===== src/design/hbd_regs.svh =====
// Register offsets, field positions, reset values and timing figures of the bridge block
`ifndef HBD_REGS_SVH
`define HBD_REGS_SVH
// ==========================================================================
// Register map (byte addresses)
`define HBD_ADDR_CTRL       4'h0
`define HBD_ADDR_STATUS     4'h4
`define HBD_ADDR_IRQ_STAT   4'h8
`define HBD_ADDR_IRQ_MASK   4'hc
// Control fields and reset values
`define HBD_CTRL_REG_EN     0
`define HBD_CTRL_RESET      1'h1
`define HBD_MASK_RESET      4'h0
// Interrupt event bit positions
`define HBD_EV_SHORT        0
`define HBD_EV_THERMAL      1
`define HBD_EV_UNDERVOLT    2
`define HBD_EV_REGULATE     3
// Bus answers
`define HBD_RESP_OKAY       2'h0
`define HBD_RESP_SLVERR     2'h2
// ==========================================================================
// Timing, in nanoseconds, and clock period
`define HBD_CLK_NS          25
`define HBD_OFF_NS          20500
`define HBD_BLANK_NS        16500
`define HBD_MIN_PERIOD_NS   50000
`endif


===== src/design/hbd_pkg.sv =====
// Types shared by the bridge control block
`default_nettype none
package hbd_pkg;
    // Comparator and supervisor levels from the analog front end
    typedef struct packed {
        logic short_high;
        logic short_low;
        logic over_temp;
        logic under_volt;
        logic at_limit;
    } hbd_sense_t;
    // Constant-off-time regulator states
    typedef enum logic [1:0] {ST_IDLE, ST_BLANK, ST_RUN, ST_OFF} hbd_reg_state_t;
endpackage : hbd_pkg
`default_nettype wire


===== src/design/hbd_bridge.sv =====
// Full-bridge drive and protection logic with AXI4-Lite status and interrupt registers
// Function
// Host may modulate by holding one direction input high, toggling the other near 10 kHz.
// At the low-side current threshold, switch bridge off a fixed time, then re-enable.
// Bridge fully tri-stated during each off interval of 15 to 26 us, typically 20.5.
// Internal regulation switching rate never exceeds 20 kHz.
// Regulation threshold ignored for a 12 to 21 us blanking interval after activation.
// Short-circuit crossing during blanking tri-states and latches outputs off at once.
// Overtemperature tri-states and latches outputs off.
// Latches and fault flag clear only when a disable input toggles.
// Undervoltage tri-states both outputs and pulls fault flag low.
// Undervoltage recovery releases flag and restores outputs without host action.
// Enabled and not disabled, each direction input sets its own output level.
// Either disable input asserted tri-states both outputs; other logic keeps running.
// Enable low means sleep: outputs tri-stated, fault flag released high.
// Both inputs high or both low drive both outputs to one rail.
// Disable asserted also pulls fault flag low; floating pins resolve to safe levels.
// Short or thermal latch holds outputs off and flag low until disable toggles.
`include "hbd_regs.svh"
`default_nettype none
module hbd_bridge #(
    parameter int CLK_NS = `HBD_CLK_NS
) (
    input  wire logic               aclk,
    input  wire logic               aresetn,
    // Control pins, already resolved by pad pulls
    input  wire logic               en,
    input  wire logic               dir_input_a,
    input  wire logic               dir_input_b,
    input  wire logic               disable_active_high,
    input  wire logic               disable_active_low_n,
    input  wire hbd_pkg::hbd_sense_t sense,
    // Half-bridge outputs, enables low while driving
    output logic                    bridge_output_a,
    output logic                    bridge_output_a_oe_n,
    output logic                    bridge_output_b,
    output logic                    bridge_output_b_oe_n,
    output logic                    fault_flag_n,
    output logic                    irq,
    // AXI4-Lite slave
    input  wire logic [3:0]         s_axi_awaddr,
    input  wire logic               s_axi_awvalid,
    output logic                    s_axi_awready,
    input  wire logic [31:0]        s_axi_wdata,
    input  wire logic [3:0]         s_axi_wstrb,
    input  wire logic               s_axi_wvalid,
    output logic                    s_axi_wready,
    output logic [1:0]              s_axi_bresp,
    output logic                    s_axi_bvalid,
    input  wire logic               s_axi_bready,
    input  wire logic [3:0]         s_axi_araddr,
    input  wire logic               s_axi_arvalid,
    output logic                    s_axi_arready,
    output logic [31:0]             s_axi_rdata,
    output logic [1:0]              s_axi_rresp,
    output logic                    s_axi_rvalid,
    input  wire logic               s_axi_rready
);
    // ======================================================================
    // Timing counts: minima round up, so off time and period never run short
    localparam int OFF_CYC   = (`HBD_OFF_NS + CLK_NS - 1) / CLK_NS;
    localparam int BLANK_CYC = (`HBD_BLANK_NS + CLK_NS - 1) / CLK_NS;
    localparam int PER_CYC   = (`HBD_MIN_PERIOD_NS + CLK_NS - 1) / CLK_NS;
    localparam logic [11:0] OFF_LAST   = 12'(OFF_CYC - 1);
    localparam logic [11:0] BLANK_LAST = 12'(BLANK_CYC - 1);
    localparam logic [11:0] PER_LAST   = 12'(PER_CYC - 1);

    hbd_pkg::hbd_reg_state_t st;
    logic [11:0] tmr;
    logic [11:0] per_cnt;
    logic        latch_short;
    logic        latch_therm;
    logic        dah_prev;
    logic        dal_prev;
    logic        dir_a_prev;
    logic        dir_b_prev;
    logic        uv_prev;
    logic        reg_en;
    logic [3:0]  irq_stat;
    logic [3:0]  irq_mask;
    logic [3:0]  aw_addr;
    logic [31:0] w_data;
    logic [3:0]  w_strb;

    // ======================================================================
    // Protection decode
    logic disabled;
    logic toggle;
    logic latched;
    logic drive_base;
    logic next_drive;
    assign disabled   = disable_active_high | ~disable_active_low_n;
    assign toggle     = (disable_active_high != dah_prev) | (disable_active_low_n != dal_prev);
    assign latched    = latch_short | latch_therm;
    assign drive_base = en & ~disabled & ~latched & ~sense.under_volt;
    assign next_drive = drive_base & (st == hbd_pkg::ST_BLANK || st == hbd_pkg::ST_RUN);

    // Disable pin history for toggle detection
    always_ff @(posedge aclk) begin
        if (!aresetn) begin
            dah_prev <= 1'b1;
            dal_prev <= 1'b0;
        end else begin
            dah_prev <= disable_active_high;
            dal_prev <= disable_active_low_n;
        end
    end

    // Fault latches; a new fault in the toggle cycle wins over the clear
    always_ff @(posedge aclk) begin
        if (!aresetn) begin
            latch_short <= 1'b0;
            latch_therm <= 1'b0;
        end else begin
            if (en && (sense.short_high || sense.short_low)) begin
                latch_short <= 1'b1;
            end else if (toggle) begin
                latch_short <= 1'b0;
            end
            if (en && sense.over_temp) begin
                latch_therm <= 1'b1;
            end else if (toggle) begin
                latch_therm <= 1'b0;
            end
        end
    end

    // ======================================================================
    // Constant-off-time regulator
    logic dir_change;
    logic period_ok;
    assign dir_change = (dir_input_a != dir_a_prev) | (dir_input_b != dir_b_prev);
    assign period_ok  = per_cnt >= PER_LAST;

    always_ff @(posedge aclk) begin
        if (!aresetn) begin
            st  <= hbd_pkg::ST_IDLE;
            tmr <= 12'h000;
        end else if (!drive_base) begin
            st  <= hbd_pkg::ST_IDLE;
            tmr <= 12'h000;
        end else begin
            case (st)
                hbd_pkg::ST_IDLE: begin
                    st  <= hbd_pkg::ST_BLANK;
                    tmr <= 12'h000;
                end
                hbd_pkg::ST_BLANK: begin
                    if (tmr == BLANK_LAST) begin
                        st  <= hbd_pkg::ST_RUN;
                        tmr <= 12'h000;
                    end else begin
                        tmr <= tmr + 12'h001;
                    end
                end
                hbd_pkg::ST_RUN: begin
                    if (dir_change) begin
                        st  <= hbd_pkg::ST_BLANK;
                    end else if (reg_en && sense.at_limit && period_ok) begin
                        st  <= hbd_pkg::ST_OFF;
                    end
                    tmr <= 12'h000;
                end
                hbd_pkg::ST_OFF: begin
                    if (tmr == OFF_LAST) begin
                        st  <= hbd_pkg::ST_BLANK;
                        tmr <= 12'h000;
                    end else begin
                        tmr <= tmr + 12'h001;
                    end
                end
                default: begin
                    st  <= hbd_pkg::ST_IDLE;
                    tmr <= 12'h000;
                end
            endcase
        end
    end

    // Period since last off start; saturates so it cannot wrap into a short period
    always_ff @(posedge aclk) begin
        if (!aresetn) begin
            per_cnt <= PER_LAST;
        end else if (st == hbd_pkg::ST_RUN && drive_base && !dir_change && reg_en
                     && sense.at_limit && period_ok) begin
            per_cnt <= 12'h000;
        end else if (!period_ok) begin
            per_cnt <= per_cnt + 12'h001;
        end
    end

    // Direction history for activation detect
    always_ff @(posedge aclk) begin
        if (!aresetn) begin
            dir_a_prev <= 1'b1;
            dir_b_prev <= 1'b1;
        end else begin
            dir_a_prev <= dir_input_a;
            dir_b_prev <= dir_input_b;
        end
    end

    // ======================================================================
    // Pin outputs, all registered
    always_ff @(posedge aclk) begin
        if (!aresetn) begin
            bridge_output_a      <= 1'b0;
            bridge_output_b      <= 1'b0;
            bridge_output_a_oe_n <= 1'b1;
            bridge_output_b_oe_n <= 1'b1;
            fault_flag_n         <= 1'b1;
        end else begin
            bridge_output_a      <= dir_input_a;
            bridge_output_b      <= dir_input_b;
            bridge_output_a_oe_n <= ~next_drive;
            bridge_output_b_oe_n <= ~next_drive;
            fault_flag_n         <= ~(en & (disabled | latched | sense.under_volt));
        end
    end

    // ======================================================================
    // Interrupt status: set wins over write-one-to-clear
    logic [3:0] ev;
    logic       do_write;
    assign ev[`HBD_EV_SHORT]     = en & (sense.short_high | sense.short_low) & ~latch_short;
    assign ev[`HBD_EV_THERMAL]   = en & sense.over_temp & ~latch_therm;
    assign ev[`HBD_EV_UNDERVOLT] = sense.under_volt & ~uv_prev;
    assign ev[`HBD_EV_REGULATE]  = (st == hbd_pkg::ST_RUN) & drive_base & ~dir_change & reg_en
                                   & sense.at_limit & period_ok;
    assign do_write = ~s_axi_awready & ~s_axi_wready & ~s_axi_bvalid;

    always_ff @(posedge aclk) begin
        if (!aresetn) begin
            uv_prev  <= 1'b0;
            irq_stat <= 4'h0;
            irq      <= 1'b0;
        end else begin
            uv_prev <= sense.under_volt;
            if (do_write && w_strb[0] && aw_addr == `HBD_ADDR_IRQ_STAT) begin
                irq_stat <= (irq_stat & ~w_data[3:0]) | ev;
            end else begin
                irq_stat <= irq_stat | ev;
            end
            irq <= |(irq_stat & irq_mask);
        end
    end

    // Software control registers
    always_ff @(posedge aclk) begin
        if (!aresetn) begin
            reg_en   <= `HBD_CTRL_RESET;
            irq_mask <= `HBD_MASK_RESET;
        end else if (do_write && w_strb[0]) begin
            if (aw_addr == `HBD_ADDR_CTRL) begin
                reg_en <= w_data[`HBD_CTRL_REG_EN];
            end
            if (aw_addr == `HBD_ADDR_IRQ_MASK) begin
                irq_mask <= w_data[3:0];
            end
        end
    end

    // ======================================================================
    // AXI4-Lite write path: address and data taken in either order
    always_ff @(posedge aclk) begin
        if (!aresetn) begin
            s_axi_awready <= 1'b1;
            s_axi_wready  <= 1'b1;
            s_axi_bvalid  <= 1'b0;
            s_axi_bresp   <= `HBD_RESP_OKAY;
            aw_addr       <= 4'h0;
            w_data        <= 32'h0;
            w_strb        <= 4'h0;
        end else begin
            if (s_axi_awvalid && s_axi_awready) begin
                aw_addr       <= s_axi_awaddr;
                s_axi_awready <= 1'b0;
            end
            if (s_axi_wvalid && s_axi_wready) begin
                w_data       <= s_axi_wdata;
                w_strb       <= s_axi_wstrb;
                s_axi_wready <= 1'b0;
            end
            if (do_write) begin
                s_axi_bvalid <= 1'b1;
                s_axi_bresp  <= (aw_addr == `HBD_ADDR_STATUS) ? `HBD_RESP_OKAY
                                : (aw_addr == `HBD_ADDR_CTRL || aw_addr == `HBD_ADDR_IRQ_STAT
                                   || aw_addr == `HBD_ADDR_IRQ_MASK) ? `HBD_RESP_OKAY : `HBD_RESP_SLVERR;
            end
            if (s_axi_bvalid && s_axi_bready) begin
                s_axi_bvalid  <= 1'b0;
                s_axi_awready <= 1'b1;
                s_axi_wready  <= 1'b1;
            end
        end
    end

    // Read decode; unmapped words answer zero with an error
    function automatic logic [33:0] hbd_read(input logic [3:0] addr);
        case (addr)
            `HBD_ADDR_CTRL:     hbd_read = {`HBD_RESP_OKAY, 31'h0, reg_en};
            `HBD_ADDR_STATUS:   hbd_read = {`HBD_RESP_OKAY, 25'h0, st, sense.under_volt,
                                            latch_therm, latch_short, ~fault_flag_n, next_drive};
            `HBD_ADDR_IRQ_STAT: hbd_read = {`HBD_RESP_OKAY, 28'h0, irq_stat};
            `HBD_ADDR_IRQ_MASK: hbd_read = {`HBD_RESP_OKAY, 28'h0, irq_mask};
            default:            hbd_read = {`HBD_RESP_SLVERR, 32'h0};
        endcase
    endfunction : hbd_read

    always_ff @(posedge aclk) begin
        if (!aresetn) begin
            s_axi_arready <= 1'b1;
            s_axi_rvalid  <= 1'b0;
            s_axi_rdata   <= 32'h0;
            s_axi_rresp   <= `HBD_RESP_OKAY;
        end else if (s_axi_arvalid && s_axi_arready) begin
            {s_axi_rresp, s_axi_rdata} <= hbd_read(s_axi_araddr);
            s_axi_arready <= 1'b0;
            s_axi_rvalid  <= 1'b1;
        end else if (s_axi_rvalid && s_axi_rready) begin
            s_axi_rvalid  <= 1'b0;
            s_axi_arready <= 1'b1;
        end
    end

    // ======================================================================
    // Checks
    a_off_tristate: assert property (@(posedge aclk) disable iff (!aresetn)
        st == hbd_pkg::ST_OFF |=> bridge_output_a_oe_n && bridge_output_b_oe_n)
        else $error("bridge driven during off interval");
    a_off_length: assert property (@(posedge aclk) disable iff (!aresetn)
        (st == hbd_pkg::ST_OFF && tmr < OFF_LAST && drive_base) |=> st == hbd_pkg::ST_OFF)
        else $error("off interval ended early");
    a_blank_ignore: assert property (@(posedge aclk) disable iff (!aresetn)
        st == hbd_pkg::ST_BLANK |=> st != hbd_pkg::ST_OFF)
        else $error("regulation acted during blanking");
    a_min_period: assert property (@(posedge aclk) disable iff (!aresetn)
        $rose(st == hbd_pkg::ST_OFF) |-> $past(per_cnt) >= PER_LAST)
        else $error("regulation period too short");
    a_short_latch: assert property (@(posedge aclk) disable iff (!aresetn)
        (en && sense.short_low) |=> latch_short ##1 (bridge_output_a_oe_n && !fault_flag_n))
        else $error("short not latched off");
    a_latch_clear: assert property (@(posedge aclk) disable iff (!aresetn)
        (toggle && !sense.short_high && !sense.short_low && !sense.over_temp) |=> !latched)
        else $error("toggle failed to clear latch");
    a_uv_flag: assert property (@(posedge aclk) disable iff (!aresetn)
        (en && !disabled && !latched) |=> fault_flag_n == !$past(sense.under_volt))
        else $error("undervoltage flag wrong");
    a_sleep_state: assert property (@(posedge aclk) disable iff (!aresetn)
        !en |=> fault_flag_n && bridge_output_a_oe_n && bridge_output_b_oe_n)
        else $error("sleep not honoured");
    a_dir_follow: assert property (@(posedge aclk) disable iff (!aresetn)
        !bridge_output_a_oe_n |-> bridge_output_a == $past(dir_input_a)
                                  && bridge_output_b == $past(dir_input_b))
        else $error("output does not follow direction");
    a_disable_flag: assert property (@(posedge aclk) disable iff (!aresetn)
        (en && disabled) |=> !fault_flag_n && bridge_output_a_oe_n)
        else $error("disable not honoured");
endmodule : hbd_bridge
`default_nettype wire


===== config.mk =====
export PLATFORM = sky130hd
export DESIGN_NAME = hbd_bridge
export DESIGN_NICKNAME = d
export VERILOG_FILES = /design/src/design/hbd_pkg.sv /design/src/design/hbd_bridge.sv
export VERILOG_INCLUDE_DIRS = /design/src /design/src/design
export SDC_FILE = /design/constraint.sdc
export NUM_CORES = 1
export LEC_CHECK = 0
export BUFFER_PORTS_ARGS = -buffer_cell sky130_fd_sc_hd__buf_2
export CAP_MARGIN = 10
export CORE_MARGIN = 1
export CORE_UTILIZATION = 50
export DETAILED_ROUTE_END_ITERATION = 8
export GPL_TIMING_DRIVEN = 0
export MAX_ROUTING_LAYER = met4
export PLACE_DENSITY = 0.82
export SLEW_MARGIN = 20
export SYNTH_ARGS = -nofsm -noshare
export SYNTH_HDL_FRONTEND = slang
export SYNTH_SLANG_ARGS = --single-unit

===== constraint.sdc =====
create_clock -name aclk -period 2.5 [get_ports aclk]
set_input_delay 0.25 -clock aclk [delete_from_list [all_inputs] [get_ports aclk]]
set_output_delay 0.25 -clock aclk [all_outputs]
set_load 0.02 [all_outputs]

==> results.cfg <==
[status]
outcome = finished, final reports clean

[drt]
dr.pass1.iters = 4
vias = 2697
ant_nets = 0
drt-vias-per-instance = 5.12
wl_per_cell_microns = 12.3
drc = 0
drt_iter0_markers = 152
drt-total-wl_microns = 6480

[layout]
fin_util_pct = 63.0
final_nets = 514
drive_above_1_share_pct = 22.1
antenna_cells = 0
stdcell_area_sq_mm = 0.00377
areaGrowthSynthToFinish_pct = 19.7
num-fill-cells = 514

[timing]
rsz0062_at_grt = false
fmax_mhz = 443
drv_slew = 0
fin_crit_sh_pct = 90.4
finalSetupTns_ps = 0
skew_ps = 11.5
setup_violations = 0
setup_slack_ps = 241
worstMarginPinSlew_ps = 697
hold_viol_final = 0
fin_crit_ps = 2260
slew_headroom_pct = 53.3

[setup_path]
critPathLaunchType = register
crit_type = reg2reg
critPathArrivalTime_ps = 2510
startpoint = per_cnt[0]$_SDFFE_PN1P_
cp.required_ps = 2750
reg2reg_depth = 6
critical_path.max_fanout = 8
reg2reg_from = per_cnt[0]$_SDFFE_PN1P_
end_kind = register

[floorplanning]
core_sq_mm = 0.00599
die_w_microns = 81.4
rows = 28
die_area_sq_mm = 0.00663
start_util_pct = 52.6
pin_count = 108
die_y_microns = 81.4

[power_and_ir_drop]
p_total_w = 0.00260
peakVddDrop_v = 0.000387
power.density_mw_per_mm2 = 688
power.leakage_nw = 1.62

[yosys]
synth_cells = 362
yosysWarnings = 0
synth_top_area_share_pct = 44.4
synth_area_sq_mm = 0.00315
synth_flop_cell = dfxtp_1
synth_seq_cells = 70
synth_area_leaders = dfxtp_1 (44%), buf_4 (6.7%), nor2_1 (5.2%)
yosysTopAreaCell = dfxtp_1
synth-edff-count = 0
yosysSeqAreaShare_pct = 44.4
async_reset_ff_share_pct = 0
avgSynthCellArea_sq_um = 8.71
synthDistinctLibCells = 48

[cts]
postCtsSetupBuffers = 0
tritoncts = yes
cts_sinks = 70
htree_levels = 3
clock_latency_ps = 340
cts_resized = 1
clk_path_buf_depth = 2
cts_buffers = 9
cts_root_buf = clkbuf_8
clkSlewWorstSetupHoldPaths_ps = 70
cts-hold-fix-buffers = 0

[grt]
grtUsageTotal_pct = 22.4
grt_max_degree = 12
grt_first_pass_wirelength_microns = 10800
grt_pass1_vias = 2408
overflow = 0
antenna_found_initial = 0

[placed_design]
place_congestion = 0.907
placedInstanceArea_sq_mm = 0.00358
port_buffers = 48
hpwl_microns = 4950
pre_cts_slack_ps = 27.4

[hold_path]
worst_hold_startpoint = en
hold_path_depth = 2
hold_class = in2reg

[run]
drv_cap = 0
[power by group]
part           switching [W]  total, W  internal [W]
clock               0.000397  0.000855      0.000459
combinational       0.000282  0.000491      0.000209
sequential         0.0000627   0.00125       0.00119
[routing by layer]
metal	GRT usage [%]	part of all wire, %
met1	26.5	44
met5	-	0
met3	6.22	6.8
met4	8.21	1.3
met2	36.3	48
[cell usage in the layout, fill, tap and decap left out, drive strengths merged, types with 5 or more instances in the layout]
| master | n |
|---|---|
| buf | 77 |
| dfxtp | 70 |
| nor2 | 44 |
| nand2 | 36 |
| a21oi | 29 |
| conb | 27 |
| nand3 | 21 |
| clkbuf | 19 |
| xor2 | 14 |
| o21ai | 9 |
| inv | 8 |
| a22oi | 8 |
| nand2b | 7 |
| and3 | 7 |
| and2 | 6 |
| mux2i | 6 |
| ha | 6 |
| xnor2 | 5 |
| nand3b | 5 |
| nor3 | 5 |
[final timing paths]
path | slack, ps | endpoint
max | 240 | st[0]$_SDFFE_PN0P_
min | 140 | fault_flag_n$_SDFF_PN1_
max reg2reg | 240 | st[0]$_SDFFE_PN0P_
min reg2reg | 460 | w_strb[0]$_SDFFE_PN0P_
[cell families after synthesis]
family	after synthesis	synth area share, %
compound gates	60	11.5
xor+xnor	19	5.28
fa+ha+maj	6	2.38
buf+inv	45	8.93
flops	70	44.4
mux	10	3.45
other cells	1	0.119
simple gates	151	23.9
[critical path: stages (launching register included)]
cell      delay (ps)
dfxtp_1          340
ha_1             230
a311o_1          370
a31oi_1          560
o21bai_1         230
nor3b_1          210
o31ai_1          210
[registers in the layout, summed over array words and instances (netlist names), 2 cells and up]
| register | flops |
|---|---|
| w_data | 4 |
| irq_stat | 4 |
| aw_addr | 4 |
| irq_mask | 4 |
| s_axi_rdata | 7 |
| per_cnt | 12 |
| st | 2 |
| tmr | 12 |
[metrics by stage]
step | std cells | hold WS (ps)
3_3_place_gp | 511 | 445
6_report | 527 | 137
4_1_cts | 527 | 127
5_1_grt | 527 | 128
2_1_floorplan | 388 | 322
3_5_place_dp | 511 | 448
[Yosys cell counts (2+ instances only)]
master,instances
and4_1,2
mux2i_1,6
a31o_2,2
nor2b_1,2
nand2b_1,7
nor4b_1,2
nor2_1,44
nand4_1,3
xor2_1,14
o211ai_1,4
mux2_2,3
and2_1,6
o21ai_0,9
ha_1,6
a21oi_1,29
nor3_1,5
nand2_1,35
nand3b_1,5
dfxtp_1,70
nor3b_1,2
clkbuf_1,7
a22oi_1,8
buf_4,28
and3_1,7
nand3_1,21
inv_1,8
a211oi_1,2
xnor2_1,5
[layout make-up]
| cell class | instances | area (sq um) | share of cell area, % |
|---|---|---|---|
| clock inverter | 4 | 47.5 | 1.26 |
| tap | 75 | 93.8 | 2.49 |
| sequential | 70 | 1400 | 37.1 |
| timing repair buffer | 48 | 240 | 6.37 |
| inverter | 9 | 33.8 | 0.895 |
| buffer | 36 | 248 | 6.56 |
| clock buffer | 12 | 135 | 3.58 |
| multi-input combinational | 273 | 1570 | 41.7 |
No activity file was read; power rests on OpenSTA's default activity.
